File: src/rtl/adc_ctrl_pkg.sv
// constants and types for the converter control block
package adc_ctrl_pkg;
    localparam logic [15:0] CFG_ADDR       = 16'hD004;
    localparam logic [15:0] OFFSET_ADDR    = 16'hD008;
    localparam logic [15:0] GAIN_ADDR      = 16'hD00C;
    localparam logic [15:0] DMACFG_ADDR    = 16'hD010;
    localparam logic [15:0] DMASTAT_ADDR   = 16'hD014;
    localparam logic [15:0] BUF_START_ADDR = 16'hD018;
    localparam logic [15:0] BUF_LEN_ADDR   = 16'hD01C;
    localparam logic [15:0] DMACUR_ADDR    = 16'hD020;
    localparam logic [15:0] FLAGS_ADDR     = 16'hD024;
    localparam logic [15:0] MASK_ADDR      = 16'hD028;
    localparam logic [15:0] CFG_RESET      = 16'h1800;
    localparam logic [15:0] CFG_WRITABLE   = 16'hFFFD;
    localparam logic [15:0] OFFSET_RESET   = 16'h0000;
    localparam logic [15:0] GAIN_RESET     = 16'h8000;
    localparam int DMA_LAUNCH_BIT = 0;
    localparam int DMA_WRAP_BIT   = 1;
    localparam int DMA_RESET_BIT  = 4;
    localparam int FLAG_OVF  = 0;
    localparam int FLAG_SAT  = 1;
    localparam int FLAG_FULL = 2;
    localparam int FLAG_HALF = 3;
    localparam logic [3:0] SEL_PIN_LAST = 4'h5;
    localparam logic [3:0] SEL_GND      = 4'h8;
    localparam logic [3:0] SEL_HALF_REG = 4'hB;
    localparam int PCLK_HZ        = 40000000;
    localparam int FAST_SAMPLE_HZ = 6000000;
    localparam int SLOW_SAMPLE_HZ = 1000000;
    localparam int STARTUP_US     = 21;
    localparam int STARTUP_CYCLES = (STARTUP_US * PCLK_HZ + 999999) / 1000000;
    localparam logic [5:0] PHASE_MOD  = 6'(PCLK_HZ / SLOW_SAMPLE_HZ);
    localparam logic [5:0] FAST_STEP  = 6'(FAST_SAMPLE_HZ / SLOW_SAMPLE_HZ);
    localparam logic [5:0] SLOW_STEP  = 6'h01;
    localparam logic [12:0] BASE_CLOCKS = 13'h0020;
    localparam logic [3:0]  BASE_BITS   = 4'h5;

    typedef struct packed {
        logic [2:0] period;
        logic       pos_buf;
        logic       neg_buf;
        logic [3:0] pos_sel;
        logic [3:0] neg_sel;
        logic       slow_clk;
        logic       rsvd;
        logic       run;
    } cfg_type;

    typedef struct packed {
        logic [15:0] addr;
        logic [15:0] data;
    } dma_write_type;

    typedef enum logic [1:0] {CONV_IDLE, CONV_STARTUP, CONV_DISCARD, CONV_OUTPUT} adc_state_type;
endpackage

File: src/rtl/adc_input_timing_control.sv
// converter input, timing, correction and sample dma control
// What this block does
// - 4-bit select per input: 0-5 pins, 8 gnd, 9 half ref, 10 ref, 11 half reg
// - separate wide-range bits enable quarter-gain buffer per input
// - sampling clock 6 MHz with slow select clear, 1 MHz when set
// - sampling clocks per conversion are 32 times two to the code
// - results 16 bits, left aligned, five plus code significant bits
// - sample timing identical on crystal or rc oscillator
// - run bit set gives back-to-back conversions until cleared
// - enable from disabled adds 21 us startup delay before conversions
// - first conversion after enable or setup change is discarded
// - processor oscillator switch discards one conversion, without a new startup delay
// - setup change while dma active does not stop the dma, unless it clears run
// - add signed offset, multiply by 1.15 gain, saturate and flag
// - auto-wrap dma restarts at start until disabled or reset
// - sample-length code sits in setup bits 15 to 13
`timescale 1ns/1ps
module adc_input_timing_control #(
    parameter int LEN_W = 14
) (
    // clock and reset
    input  wire logic                        pclk,
    input  wire logic                        presetn,
    // apb slave
    input  wire logic                        psel,
    input  wire logic                        penable,
    input  wire logic                        pwrite,
    input  wire logic [15:0]                 paddr,
    input  wire logic [31:0]                 pwdata,
    output logic      [31:0]                 prdata,
    output logic                             pready,
    output logic                             pslverr,
    // analog front end
    output logic      [3:0]                  pos_input_select,
    output logic      [3:0]                  neg_input_select,
    output logic                             pos_input_connected,
    output logic                             neg_input_connected,
    output logic                             pos_wide_range_buffer,
    output logic                             neg_wide_range_buffer,
    output logic                             sample_clock_en,
    output logic                             converter_active,
    input  wire logic                        modulator_bit,
    // system clock source
    input  wire logic                        osc_is_rc,
    // sample dma write port
    output adc_ctrl_pkg::dma_write_type      dma_write,
    output logic                             dma_write_valid
);
    import adc_ctrl_pkg::*;

    cfg_type       cfg;
    adc_state_type state;
    logic [15:0]   offset;
    logic [15:0]   gain;
    logic [15:0]   buf_start;
    logic [LEN_W-1:0] buf_len;
    logic [LEN_W-1:0] dma_ptr;
    logic          dma_active;
    logic          dma_wrap;
    logic [3:0]    flags;
    logic [3:0]    converter_event_mask;
    logic [5:0]    phase;
    logic [12:0]   clk_count;
    logic [12:0]   ones;
    logic [9:0]    wait_count;
    logic          osc_prev;
    logic          tick;
    logic          restart;
    logic          cfg_changed;
    logic          conv_done;
    logic          result_valid;
    logic          wr;
    logic          rd_setup;
    logic          dmacfg_wr;
    logic          mapped;
    logic [12:0]   conv_len;
    logic [16:0]   corrected;
    logic [15:0]   raw;
    logic [31:0]   rd_value;
    logic [3:0]    flag_set;

    function automatic logic input_connected(input logic [3:0] code);
        return (code <= SEL_PIN_LAST) || (code >= SEL_GND && code <= SEL_HALF_REG);
    endfunction

    // ones over the window, left aligned and offset to two's complement
    function automatic logic [15:0] left_align(input logic [12:0] n, input logic [2:0] code);
        logic [16:0] wide;
        wide = 17'(n) << (4'hB - 4'(code));
        if (wide[16])
            wide = 17'h0FFFF;
        return wide[15:0] ^ 16'h8000;
    endfunction

    // returns {saturated, value}
    function automatic logic [16:0] correct(input logic [15:0] r, input logic [15:0] o,
                                            input logic [15:0] g);
        logic signed [16:0] sum;
        logic signed [33:0] prod;
        logic signed [33:0] scaled;
        sum = 17'(signed'(r)) + 17'(signed'(o));
        prod = 34'(sum) * 34'(signed'({1'b0, g}));
        scaled = prod >>> 15;
        if (scaled > 34'sh07FFF)
            return {1'b1, 16'h7FFF};
        else if (scaled < -34'sh08000)
            return {1'b1, 16'h8000};
        return {1'b0, scaled[15:0]};
    endfunction

    // apb decode; zero wait states, read data captured in the setup cycle
    assign wr        = psel && penable && pwrite;
    assign rd_setup  = psel && !penable && !pwrite;
    assign dmacfg_wr = wr && paddr == DMACFG_ADDR;
    assign pready    = 1'b1;

    always_comb begin
        mapped = 1'b1;
        case (paddr)
            CFG_ADDR:       rd_value = {16'h0000, cfg};
            OFFSET_ADDR:    rd_value = {16'h0000, offset};
            GAIN_ADDR:      rd_value = {16'h0000, gain};
            DMACFG_ADDR:    rd_value = {30'h0, dma_wrap, 1'b0};
            DMASTAT_ADDR:   rd_value = {31'h0, dma_active};
            BUF_START_ADDR: rd_value = {16'h0000, buf_start};
            BUF_LEN_ADDR:   rd_value = 32'(buf_len);
            DMACUR_ADDR:    rd_value = {16'h0000, 16'(buf_start + 16'({dma_ptr, 1'b0}))};
            FLAGS_ADDR:     rd_value = {28'h0, flags};
            MASK_ADDR:      rd_value = {28'h0, converter_event_mask};
            default: begin
                rd_value = 32'h0;
                mapped   = 1'b0;
            end
        endcase
    end

    assign pslverr = psel && penable && !mapped;

    always_ff @(posedge pclk or negedge presetn) begin
        if (!presetn)
            prdata <= 32'h0;
        else if (rd_setup)
            prdata <= rd_value;
    end

    // setup register; bit 1 is forced to zero
    assign cfg_changed = wr && paddr == CFG_ADDR && cfg.run &&
                         ((pwdata[15:0] & CFG_WRITABLE) != cfg);

    always_ff @(posedge pclk or negedge presetn) begin
        if (!presetn) begin
            cfg                  <= CFG_RESET;
            offset               <= OFFSET_RESET;
            gain                 <= GAIN_RESET;
            buf_start            <= 16'h0000;
            buf_len              <= '0;
            converter_event_mask <= 4'h0;
        end else if (wr) begin
            case (paddr)
                CFG_ADDR:       cfg <= pwdata[15:0] & CFG_WRITABLE;
                OFFSET_ADDR:    offset <= pwdata[15:0];
                GAIN_ADDR:      gain <= pwdata[15:0];
                BUF_START_ADDR: buf_start <= {pwdata[15:1], 1'b0};
                BUF_LEN_ADDR:   buf_len <= pwdata[LEN_W-1:0];
                MASK_ADDR:      converter_event_mask <= pwdata[3:0];
                default: ;
            endcase
        end
    end

    // analog selections follow the setup register directly
    assign pos_input_select      = cfg.pos_sel;
    assign neg_input_select      = cfg.neg_sel;
    assign pos_input_connected   = input_connected(cfg.pos_sel);
    assign neg_input_connected   = input_connected(cfg.neg_sel);
    assign pos_wide_range_buffer = cfg.pos_buf;
    assign neg_wide_range_buffer = cfg.neg_buf;
    assign converter_active      = state != CONV_IDLE;

    // fractional divider: average rate is exact, jitter is one pclk
    always_ff @(posedge pclk or negedge presetn) begin
        if (!presetn) begin
            phase <= 6'h00;
            tick  <= 1'b0;
        end else if (phase + (cfg.slow_clk ? SLOW_STEP : FAST_STEP) >= PHASE_MOD) begin
            phase <= 6'(phase + (cfg.slow_clk ? SLOW_STEP : FAST_STEP) - PHASE_MOD);
            tick  <= 1'b1;
        end else begin
            phase <= 6'(phase + (cfg.slow_clk ? SLOW_STEP : FAST_STEP));
            tick  <= 1'b0;
        end
    end

    assign sample_clock_en = tick && converter_active;

    // pclk stays fixed when the oscillator changes, so only the switch matters
    always_ff @(posedge pclk or negedge presetn) begin
        if (!presetn)
            osc_prev <= 1'b0;
        else
            osc_prev <= osc_is_rc;
    end

    assign restart   = cfg_changed || (osc_prev != osc_is_rc);
    assign conv_len  = BASE_CLOCKS << cfg.period;
    assign conv_done = (state == CONV_DISCARD || state == CONV_OUTPUT) && tick && !restart &&
                       clk_count == 13'(conv_len - 13'h0001);

    always_ff @(posedge pclk or negedge presetn) begin
        if (!presetn) begin
            state      <= CONV_IDLE;
            wait_count <= 10'h000;
        end else if (!cfg.run) begin
            state <= CONV_IDLE;
        end else begin
            case (state)
                CONV_IDLE: begin
                    state      <= CONV_STARTUP;
                    wait_count <= 10'h000;
                end
                CONV_STARTUP: begin
                    wait_count <= 10'(wait_count + 10'h001);
                    if (wait_count == 10'(STARTUP_CYCLES - 1))
                        state <= CONV_DISCARD;
                end
                CONV_DISCARD: begin
                    if (conv_done)
                        state <= CONV_OUTPUT;
                end
                CONV_OUTPUT: begin
                    if (restart)
                        state <= CONV_DISCARD;
                end
                default: state <= CONV_IDLE;
            endcase
        end
    end

    // sample window counter and modulator ones count
    always_ff @(posedge pclk or negedge presetn) begin
        if (!presetn) begin
            clk_count <= 13'h0000;
            ones      <= 13'h0000;
        end else if (restart || !(state == CONV_DISCARD || state == CONV_OUTPUT)) begin
            clk_count <= 13'h0000;
            ones      <= 13'h0000;
        end else if (conv_done) begin
            clk_count <= 13'h0000;
            ones      <= 13'h0000;
        end else if (tick) begin
            clk_count <= 13'(clk_count + 13'h0001);
            ones      <= 13'(ones + 13'(modulator_bit));
        end
    end

    assign result_valid = conv_done && state == CONV_OUTPUT;
    assign raw          = left_align(13'(ones + 13'(modulator_bit)), cfg.period);
    assign corrected    = correct(raw, offset, gain);

    // sample dma; setup writes leave it alone unless they clear run, which stops it
    always_ff @(posedge pclk or negedge presetn) begin
        if (!presetn) begin
            dma_active <= 1'b0;
            dma_wrap   <= 1'b0;
            dma_ptr    <= '0;
        end else if (dmacfg_wr && pwdata[DMA_RESET_BIT]) begin
            dma_active <= 1'b0;
            dma_ptr    <= '0;
        end else if (dmacfg_wr && pwdata[DMA_LAUNCH_BIT]) begin
            dma_active <= 1'b1;
            dma_wrap   <= pwdata[DMA_WRAP_BIT];
            dma_ptr    <= '0;
        end else if (!cfg.run) begin
            dma_active <= 1'b0;
        end else if (result_valid && dma_active) begin
            if (dma_ptr == LEN_W'(buf_len - 1'b1)) begin
                dma_ptr    <= '0;
                dma_active <= dma_wrap;
            end else begin
                dma_ptr <= LEN_W'(dma_ptr + 1'b1);
            end
        end
    end

    always_ff @(posedge pclk or negedge presetn) begin
        if (!presetn) begin
            dma_write       <= '0;
            dma_write_valid <= 1'b0;
        end else begin
            dma_write_valid <= result_valid && dma_active;
            if (result_valid && dma_active) begin
                dma_write.addr <= 16'(buf_start + 16'({dma_ptr, 1'b0}));
                dma_write.data <= corrected[15:0];
            end
        end
    end

    // sticky events, write one to clear; a new event beats the clear
    always_comb begin
        flag_set            = 4'h0;
        flag_set[FLAG_SAT]  = result_valid && corrected[16];
        flag_set[FLAG_OVF]  = result_valid && !dma_active;
        flag_set[FLAG_FULL] = result_valid && dma_active && dma_ptr == LEN_W'(buf_len - 1'b1);
        flag_set[FLAG_HALF] = result_valid && dma_active &&
                              dma_ptr == LEN_W'((buf_len >> 1) - 1'b1);
    end

    always_ff @(posedge pclk or negedge presetn) begin
        if (!presetn)
            flags <= 4'h0;
        else if (wr && paddr == FLAGS_ADDR)
            flags <= (flags & ~pwdata[3:0]) | flag_set;
        else
            flags <= flags | flag_set;
    end
endmodule // adc_input_timing_control

File: config.mk
export PLATFORM = sky130hd
export DESIGN_NAME = adc_input_timing_control
export DESIGN_NICKNAME = d
export VERILOG_FILES = /design/src/rtl/adc_ctrl_pkg.sv /design/src/rtl/adc_input_timing_control.sv
export SDC_FILE = /design/constraint.sdc
export NUM_CORES = 1
export LEC_CHECK = 0
export BUFFER_PORTS_ARGS = -buffer_cell sky130_fd_sc_hd__buf_2
export CAP_MARGIN = 20
export CORE_MARGIN = 5
export CORE_UTILIZATION = 60
export CTS_CLUSTER_SIZE = 14
export DETAILED_ROUTE_END_ITERATION = 8
export PLACE_DENSITY = 0.76
export SLEW_MARGIN = 20
export SYNTH_ARGS = -nofsm -noshare
export SYNTH_HDL_FRONTEND = slang
export SYNTH_SLANG_ARGS = --single-unit
File: constraint.sdc
create_clock -name pclk -period 13.2 [get_ports pclk]
set_clock_uncertainty 0.05 [all_clocks]
set_input_delay 1.98 -clock pclk [delete_from_list [all_inputs] [get_ports pclk]]
set_output_delay 1.98 -clock pclk [all_outputs]
set_load 0.02 [all_outputs]
# Word-level counts from Yosys, hierarchy flattened
# Index checks and enable logic that the tools add are counted.
[totals]
in_bits = 55
n_memories = 0
mem_bits_rw = 0
elab_cells = 168
latchBits = 0
ff_bits = 211
romBits = 0
[op_classes]
n_mux = 34
bitwise_logic = 6
n_lt_le_gt_ge = 9
n_div = 0
eq_ne = 24
n_mul = 1
addsub = 12
reduce_logical = 53
shifts = 2
[ops]
columns = ["operator", "n"]
rows = [
  ["$eq 16x16->1 const B", 10],
  ["$pmux 16 s10", 1],
  ["$mux 13", 6],
  ["$mux 14", 5],
  ["$mux 17", 3],
  ["$mul 17x17->34", 1],
  ["$eq 14x14->1", 2],
  ["$logic_and 1x1->1", 24],
  ["$pmux 10 s2", 1],
  ["$reduce_and 2->1", 10],
  ["$gt 19x16->1 const B", 1],
  ["$lt 19x16->1 const B", 1],
  ["$add 16x16->17", 1],
  ["$shl 13x4->17", 1],
  ["$add 16x15->16", 1],
  ["$mux 16", 1],
  ["$ne 15x15->1", 1],
  ["$add 14x1->14 const B", 1],
  ["$sub 13x1->14 const B", 1],
  ["$sub 14x1->14 const B", 1],
  ["$add 13x1->13", 1],
  ["$add 13x1->13 const B", 1],
  ["$eq 13x13->1", 1],
  ["$shl 6x3->13 const A", 1],
  ["other kinds (32)", 64],
]

# Longest topological paths before layout
# Gate-level depths: netlist (run 1).
[logic_depth]
ltp_word = 15
mapped_depth = 46
ltp_nobuf = 44

# Least setup slack after synthesis (run 1)
# No wires, ideal clock.
[synth_timing]
path_type = "in2reg"
startpoint = "in modulator_bit"
endpoint = "reg dma_write[9] in the netlist's numbering"
t_required_ps = 13014
setup_slack_ps = 301
stages = 44
setup_time_ps = 136
path_buffers = 3
arrival_time_ps = 12713
cell_sequence = "ha_1 -> ha_1 -> nand3_1 -> nor3_1 -> and2_1 -> o221ai_1 -> or2_2 -> a21oi_1 -> or2_2 -> clkbuf_1 -> inv_1 -> ha_1 -> fa_1 -> a21o_1 -> a21o_1 -> a21o_1 -> a21o_1 -> a21oi_1 -> [8 not listed] -> clkbuf_1 -> xnor2_1 -> xnor2_1 -> fa_1 -> fa_1 -> inv_1 -> fa_1 -> inv_1 -> ha_1 -> a21oi_1 -> o21a_1 -> a22oi_1 -> a211oi_1 -> a21oi_1 -> mux2i_1 -> o21ai_1 -> a21oi_2 -> o21ai_0"
[synth_between]
elab_chain_cells = 10
word_cells_on_any_way = 12
[synth_rtl]
columns = ["item", "line", "text"]
rows = [
  ["start, declared", "adc_input_timing_control.sv:42", "input wire logic modulator_bit,"],
  ["$add 13x1->13 *", "adc_input_timing_control.sv:257", "assign raw = left_align(13'(ones + 13'(modulator_bit)), cfg.period);"],
  ["$shl 13x4->17 *", "adc_input_timing_control.sv:89", "wide = 17'(n) << (4'hB - 4'(code));"],
  ["$mux 16 *", "adc_input_timing_control.sv:90", "if (wide[16])"],
  ["$not 1->1 (no source line)", "--", ""],
  ["$add 16x16->17 *", "adc_input_timing_control.sv:101", "sum = 17'(signed'(r)) + 17'(signed'(o));"],
  ["$mul 17x17->34 *", "adc_input_timing_control.sv:102", "prod = 34'(sum) * 34'(signed'({1'b0, g}));"],
  ["$lt 19x16->1", "adc_input_timing_control.sv:106", "else if (scaled < -34'sh08000)"],
  ["$mux 1", "adc_input_timing_control.sv:106", ""],
  ["$mux 1", "adc_input_timing_control.sv:104", "if (scaled > 34'sh07FFF)"],
  ["$mux 17 *", "adc_input_timing_control.sv:108", "return {1'b0, scaled[15:0]};"],
  ["end, declared", "adc_input_timing_control.sv:46", "output adc_ctrl_pkg::dma_write_type dma_write,"],
]
# Mark *: on every way between the ends. The rest lies on a longest branch, timed or not.
# A chain may end at the register's enable or synchronous reset.

# Worst setup path in the final report (run 1)
[layout_timing]
startpoint = "in modulator_bit"
endpoint = "reg flags[1]"
[layout_between]
elab_chain_cells = 13
word_cells_on_any_way = 16
[layout_rtl]
columns = ["item", "line", "text"]
rows = [
  ["$add 13x1->13 *", "adc_input_timing_control.sv:257", ""],
  ["$shl 13x4->17 *", "adc_input_timing_control.sv:89", ""],
  ["$mux 16 *", "adc_input_timing_control.sv:90", ""],
  ["$not 1->1 (no source line)", "--", ""],
  ["$add 16x16->17 *", "adc_input_timing_control.sv:101", ""],
  ["$mul 17x17->34 *", "adc_input_timing_control.sv:102", ""],
  ["$lt 19x16->1", "adc_input_timing_control.sv:106", ""],
  ["$mux 1", "adc_input_timing_control.sv:106", ""],
  ["$mux 1", "adc_input_timing_control.sv:104", ""],
  ["$mux 17 *", "adc_input_timing_control.sv:108", ""],
  ["$logic_and 1x1->1 *", "adc_input_timing_control.sv:301", "flag_set[FLAG_SAT] = result_valid && corrected[16];"],
  ["$or 4x4->4 (on tied branches)", "adc_input_timing_control.sv:314, adc_input_timing_control.sv:312", ""],
  ["$mux 4 *", "adc_input_timing_control.sv:311", "else if (wr && paddr == FLAGS_ADDR)"],
  ["end signal, assigned", "adc_input_timing_control.sv:312", "flags <= (flags & ~pwdata[3:0]) | flag_set;"],
  ["end signal, assigned", "adc_input_timing_control.sv:314", "flags <= flags | flag_set;"],
  ["end, declared", "adc_input_timing_control.sv:60", "logic [3:0] flags;"],
]
# Marks and branches as above.

==> results of run 1 <==
-- cells by family after synthesis --
logic type	count (synthesis)	share of synthesized area [%]
multiplexers	120	5.68
AO/OA/AOI/OAI	397	10.9
other	2	0.0327
flip-flops	194	21.1
buffers and inverters	523	9.08
XOR/XNOR	136	5.18
AND/OR/NAND/NOR	787	16.8
adder cells (fa/ha/maj)	410	31.2
-- what timing repair did --
item,4_1_cts,5_1_grt
setup buffers,0,5
resized for setup,0,10
endpoints found under the setup margin,0,17
-- registers in the layout, indices dropped and copies added (netlist names), 10 cells and up --
register    count
offset         16
ones           13
dma_ptr        14
buf_len        14
wait_count     10
clk_count      13
dma_write      31
gain           16
prdata         16
buf_start      15
-- synthesized netlist by cell type, types with 13 or more instances --
| master | n | area (µm²) |
|---|---|---|
| a21oi_1 | 82 | 410 |
| and2_1 | 148 | 926 |
| nand3_1 | 43 | 215 |
| a211oi_1 | 13 | 97.6 |
| dfrtp_1 | 191 | 4780 |
| o21ai_0 | 147 | 736 |
| clkbuf_1 | 101 | 379 |
| a21o_1 | 30 | 225 |
| inv_1 | 375 | 1410 |
| fa_1 | 274 | 5490 |
| nor3_1 | 35 | 175 |
| nand2b_1 | 29 | 181 |
| mux2_2 | 83 | 935 |
| o31ai_1 | 13 | 97.6 |
| buf_4 | 26 | 195 |
| ha_1 | 133 | 1660 |
| nor2_1 | 103 | 387 |
| xnor2_1 | 89 | 780 |
| mux2i_1 | 37 | 370 |
| nor4_1 | 22 | 138 |
| nand2_1 | 310 | 1160 |
| and3_1 | 27 | 169 |
| xor2_1 | 47 | 412 |
-- placed cells by master, fill, tap and decap left out, drive strengths merged, types with 47 or more instances in the layout --
| cell | Yosys | routed |
|---|---|---|
| a21oi | 83 | 83 |
| xor2 | 47 | 47 |
| mux2 | 83 | 83 |
| fa | 274 | 274 |
| ha | 133 | 133 |
| inv | 375 | 381 |
| xnor2 | 89 | 89 |
| nor2 | 103 | 103 |
| and2 | 148 | 148 |
| nand2 | 310 | 310 |
| o21ai | 149 | 149 |
| dfrtp | 191 | 191 |
| buf | 45 | 153 |
-- metal layers --
| layer | wire length (µm) | global-route usage [%] | up-vias |
|---|---|---|---|
| met1 | 25600 | 40.3 | 9109 |
| met4 | 1720 | 9.28 | 0 |
| li1 | - | - | 8392 |
| met5 | 0 | 0 | - |
| met3 | 4020 | 4.87 | 118 |
| met2 | 28800 | 46.3 | 659 |
-- how the worst max path moves through the flow --
stage                              from                   endpoint  slack (ns)  cells past startpoint
after floorplan           modulator_bit   dma_write[9]$_DFFE_PN0P_        0.30                     44
after CTS                 modulator_bit         flags[1]$_DFF_PN0_        0.54                     47
after global routing      modulator_bit   dma_write[6]$_DFFE_PN0P_       0.006                     44
after detailed placement  modulator_bit         flags[1]$_DFF_PN0_        0.06                     44
final                     modulator_bit         flags[1]$_DFF_PN0_        0.62                     44
after global placement    modulator_bit  dma_write[10]$_DFFE_PN0P_        0.30                     47
-- critical path: cells and delay by family --
family	cells	cell delay, ns
compound gates	17	3.96
xor+xnor	1	0.18
buf+inv	8	1.05
mux	1	0.27
simple gates	7	1.19
fa+ha+maj	10	4.21
-- cell type report --
type / instances / area share, %
Clock buffer: 19 / 1.80
Clock inverter: 13 / 0.656
Inverter: 376 / 5.75
Multi-Input combinational cell: 1868 / 65.7
Sequential cell: 194 / 19.7
Tap cell: 511 / 2.60
Timing Repair Buffer: 154 / 3.76
-- stage by stage --
| step | worst slack (ns) | total power, mW | hold WS (ns) | std cells | cell area (µm²) |
|---|---|---|---|---|---|
| final | 0.620 | 1.23 | 0.424 | 3135 | 24600 |
| after global routing | 0.00593 | 1.27 | 0.453 | 3135 | 24600 |
| after CTS | 0.541 | 1.24 | 0.426 | 3130 | 24500 |
| after detailed placement | 0.0630 | 0.694 | 0.410 | 3098 | 23900 |
| after global placement | 0.302 | 0.690 | 0.400 | 3098 | 23900 |
| after floorplan | 0.301 | 0.663 | 0.393 | 2585 | 23100 |
-- power breakdown --
group | internal (mW) | total (mW) | switching (mW)
Sequential | 0.599 | 0.604 | 0.00454
Combinational | 0.0245 | 0.0791 | 0.0546
Clock | 0.277 | 0.550 | 0.272
Total | 0.901 | 1.23 | 0.331
==> results.txt, run 1 <==
In this design, the stage delay of the slowest critical-path cell is 0.55 ns. The number of primary I/O pins came out at 136. Measured on the finished design, the core utilization comes to 65.2%. The area growth from synthesis to layout is 7.09%. In this run, CTS created clock tree buffers numbering 17. The average vias per placed instance came out at 5.83. The placer's final routability congestion estimate came out at 0.960. The most used flip-flop cell after synthesis is dfrtp_1.

The routed design could run at a clock period as short as 12.58 ns. Of all nets on the critical path, the largest fanout is 12. Along the worst hold path, the cell count comes to 1. Clock-pin slew was measured on the worst setup and hold paths at 0.09 ns.

The power density over the cells is 50.1 mW/mm². The area of the mapped netlist is 0.0230 mm². The final worst-path cycle share came out at 95.3%. The sequential cells in the finished layout cover a total of 0.00486 mm². For this design, the slowest cell found on the critical path is fa_1. The synthesized design contains 0 enable-type register cells. The insertion delay of the later-clocked pin in the worst-skew pair is 0.46 ns.

The number of nets in the finished design is 3,073. Setup violations remaining at the end of the flow were counted as 0. The required time of the critical path is 13.49 ns. The floorplan step defined a die boundary enclosing 0.0423 mm².

The H-tree was split into 4 levels. The row count came out at 71. The worst hold path belongs to the class reg2reg. The instance count of the mapped netlist came out at 2,569. Yosys printed 0 warnings.

Summing all multi-input logic gate instances after layout gives 0.0162 mm². The largest net degree at the start of global routing is 125. The number of hold violations in the final report came out at 0. The arrival time of data at the critical path endpoint came out at 12.87 ns. For this run, the total global-route usage over all layers was measured as 28.9%.

The count of nets left with antenna violations after detail routing is 0. The maximum vdd drop came out at 0.0888 mV. The total half-perimeter wirelength after legalization and detailed placement came out at 47,100 µm. The number of global-route vias before repair is 18,400. Counting the fill cells in the layout gives 3,110. In this run the deepest clock path goes through 2 buffers. The cell that appears most often on the critical path is fa_1.

The actual slew at the worst max-slew pin is 1.10 ns. The number of max-capacitance violations reported is 0. The iteration count of the initial detailed-routing pass came out at 8. Static timing analysis puts the maximum clock frequency at 79.5 MHz. 0 antenna diodes ended up in the layout. The number of DRC markers after the initial detailed-route iteration came out at 1,510.

The startpoint of the most critical register-to-register path is ones[0]$_DFFE_PN0P_. The area of the core is 0.0378 mm². Counting flops with an async set or reset pin after synthesis yields a share of 100%. Measured against its own limit, the worst slew margin works out to 26.5%. The critical path is of the in2reg type.

The total vias in the final route is 18,300. The effective utilization at floorplan is 60.9%. The post-synthesis sequential element count came out at 194.

The worst register-to-register path ends at flags[1]$_DFF_PN0_. The number of pins exceeding their max-slew limit in the final report came to 0. The startpoint identified for the worst hold timing path is phase[0]$_DFF_PN0_.

The ratio of cells with drive above 1 in the final layout is 11.7%. The total global routing overflow is 0. The height of the die is 206 µm. From left edge to right edge, the die measures 206 µm. Summed over all layers, the routed wires come to 60,100 µm. The global-route wire length before repair is 96,900 µm. The startpoint type of the worst setup path is an input port. The average routed wire per standard cell is 19.2 µm. TritonCTS built the clock tree. After clock tree synthesis, the flow added hold-fix buffers numbering 0. Adding up every negative setup slack in the final design gives 0 ns. CTS placed an instance of clkbuf_16 at the clock tree root. The number of antenna violations at the first check in global routing came out at 0. The analysis attributes to cell leakage a power of 12.6 nW. Setup repair after global routing left no endpoint under its margin.

The run finished with clean final reports. The number of cells on the worst reg-to-reg path is 43. The clock net sink count is 194. The number of DRC violations after detailed routing came out at 0. The worst setup path is captured at a register. The netlist uses 78 different library cells. The register area share after synthesis came out at 21.1%. The path with the worst hold slack has its endpoint at phase[0]$_DFF_PN0_.

The worst register-to-register path has a setup slack of 1.90 ns. The number of input and output port buffers inserted is 101. A synthesized cell averages 8.95 µm².
(Power assumes the default switching activity.)
==> inputs of run 2 (changes only) <==
clock period = 14.3 ns   (was 13.2 ns; I/O delays follow)
==> results.txt, run 2 (synthesis gave the netlist of run 1 again) <==
The effective utilization at floorplan came to 60.9% (unchanged). The count of antenna diodes in the layout is 0 (unchanged). The average routed wire per standard cell is 19.3 µm (was 19.2 µm). The full die area is 0.0423 mm² (unchanged). The worst path uses 93.6% of the clock period. Commonest non-fill, non-tap cells in the layout: 375 x inv_1, 310 x nand2_1, 274 x fa_1, 191 x dfrtp_1, 148 x and2_1 (was 374 x inv_1, 309 x nand2_1, 274 x fa_1, 191 x dfrtp_1, 148 x and2_1). The class of the tightest hold or removal check is reg2reg (unchanged). The count of final setup violators was 0 (unchanged). The total global routing overflow is 0 (unchanged). The most common cell after layout, fill and taps aside is inv_1 (unchanged). The minimum setup slack in the final design is 0.917 ns (was 0.620 ns). The total half-perimeter wirelength after legalization and detailed placement came to 47,000 µm (was 47,100 µm). The maximum vdd drop is 0.0880 mV (was 0.0888 mV).

The global-route wire length before repair came out at 98,200 µm (was 96,900 µm). The total leakage power came out at 12.5 nW (was 12.6 nW). The worst-path maximum fanout is 17 (was 12). The setup slack of the most critical reg-to-reg path is 2.38 ns (was 1.90 ns). The maximum frequency from static timing analysis came out at 74.7 MHz. The iteration count of the initial detailed-routing pass is 7 (was 8). The sum of buffers and inverters on the critical path came out at 5 (was 8). The level count of the clock H-tree came out at 4 (unchanged).

The worst stage delay on the critical path is 0.84 ns (was 0.55 ns). The number of global-route vias before repair came to 18,900 (was 18,400). The number of input and output port buffers inserted came out at 101 (unchanged). The power density over the cells is 46.8 mW/mm² (was 50.1 mW/mm²).

The actual slew at the worst max-slew pin came out at 1.07 ns (was 1.10 ns). The clock-pin slew on the worst setup and hold paths came out at 0.09 ns (about the same). The number of hold violations in the final report came out at 0 (unchanged). The count of nets left with antenna violations after detail routing was 0 (unchanged). The non-filler instance count after layout is 3,118 (was 3,135). The cell seen most often among critical-path stages is fa_1 (unchanged). The required time of the critical path is 14.57 ns (was 13.49 ns). The clock net sink count came to 194 (unchanged). The family with the most delay on the worst path is adder cells (unchanged). The register name with the most flops is dma_write (unchanged). The number of max-capacitance violations reported is 0 (unchanged). The setup total negative slack came out at 0 ns (unchanged).

The slowest cell on the critical path is fa_1 (unchanged). The global-route usage over all layers is 29.2% (was 28.9%). The smallest clock period supported by the final layout is computed as 13.38 ns. The number of DRC markers after the initial detailed-route iteration is 1,445 (was 1,510).

The total clock buffers created by CTS came out at 17 (unchanged). The flip-flop count of the largest register, all copies and words added was 31 (unchanged). The clock tree from TritonCTS is done (unchanged). The number of setup buffers added after CTS is 0 (unchanged). The ratio of cells with drive above 1 in the final layout came out at 10.9% (was 11.7%). The worst setup slack before clock tree synthesis came out at 0.359 ns (was 0.0630 ns). The total vias in the final route came out at 18,400 (was 18,300).

Unrepaired setup endpoints after global routing: false (unchanged). The startpoint type of the worst setup path is an input port (unchanged). The largest net degree at the start of global routing came out at 85 (was 125). The average vias per placed instance was 5.89 (was 5.83). The insertion delay of the later-clocked pin in the worst-skew pair came out at 0.46 ns (about the same). The number of antenna violations at the first check in global routing came out at 0 (unchanged). The relative max-transition margin came out at 28.0% (was 26.5%).

The category of the most critical setup path is in2reg (unchanged). The height of the die came out at 206 µm (unchanged). The number of nets in the finished design came out at 3,057 (was 3,073). The row count was 71 (unchanged). The kind of end point of the critical path is a register (unchanged). The arrival time of data at the critical path endpoint is 13.65 ns (was 12.87 ns). The number of primary I/O pins is 136 (unchanged).

The placed cell count came out at 3,087 (was 3,098). The final wirelength came out at 60,100 µm (about the same). The die boundary width is 206 µm (unchanged).

The number of pins exceeding their max-slew limit in the final report is 0 (unchanged). The buffer levels on the longest clock path is 2 (unchanged). The area of the core is 0.0378 mm² (unchanged). The final total power is 1.15 mW (was 1.23 mW). The synthesis-to-finish area growth is 6.53% (was 7.09%). The placed standard-cell area was 0.0239 mm² (about the same).

The root buffer cell is clkbuf_16 (unchanged). Status: completed (unchanged). The number of DRC violations after detailed routing came out at 0 (unchanged). The placer's final routability congestion estimate was 0.965 (was 0.960). The post-route cell area is 0.0245 mm² (was 0.0246 mm²).
[run 2: cell count changes in the layout (fill, tap and decap cells not counted), sizes merged]
cell,before,now
buf,153,137
clkbuf,20,18
clkinv,5,7
clkinvlp,2,0
bufinv,1,2
[run 2: report_power, final]
part           internal, mW  switching [mW]  leakage, nW
clock                 0.267           0.247        0.301
combinational        0.0227          0.0518         9.61
sequential            0.553         0.00416         2.64
[run 2: path summary, 6_finish.rpt]
kind / to / from / depth (start not counted)
setup / recovery: dma_write[9]$_DFFE_PN0P_ / modulator_bit / 41
min in group asynchronous: dma_ptr[1]$_DFFE_PN0P_ / presetn / 1
setup reg to reg: dma_write[9]$_DFFE_PN0P_ / ones[0]$_DFFE_PN0P_ / 40
hold reg to reg: phase[0]$_DFF_PN0_ / phase[0]$_DFF_PN0_ / 1
hold / removal: phase[0]$_DFF_PN0_ / phase[0]$_DFF_PN0_ / 1
max in group asynchronous: dma_write[14]$_DFFE_PN0P_ / presetn / 3
[run 2: repair_timing]
item / in CTS / in global routing
hold buffers: 0 / 0
gates resized for setup: 0 / 2
endpoints found under the setup margin: 0 / 7
[run 2: metrics by stage]
step	util (%)	hold slack, ns
2_1_floorplan	-	0.393
6_report	64.9	0.437
4_1_cts	64.8	0.436
3_5_place_dp	63.2	0.416
5_1_grt	64.9	0.459
3_3_place_gp	63.2	0.403
[run 2: cell type report]
type,instances,area [µm²]
Sequential cell,194,4860
Multi-Input combinational cell,1868,16200
Fill cell,3111,13300
Tap cell,511,639
Inverter,376,1410
Clock buffer,17,425
Timing Repair Buffer,138,805
Clock inverter,14,193
[run 2: metal layers]
metal  vias up  track usage [%]  routed length [µm]
met5         -                0                   0
met4         0             11.0                2260
met3       155             4.60                4230
met2       663             47.5               28800
met1      9167             39.9               24800
li1       8366                -                   -
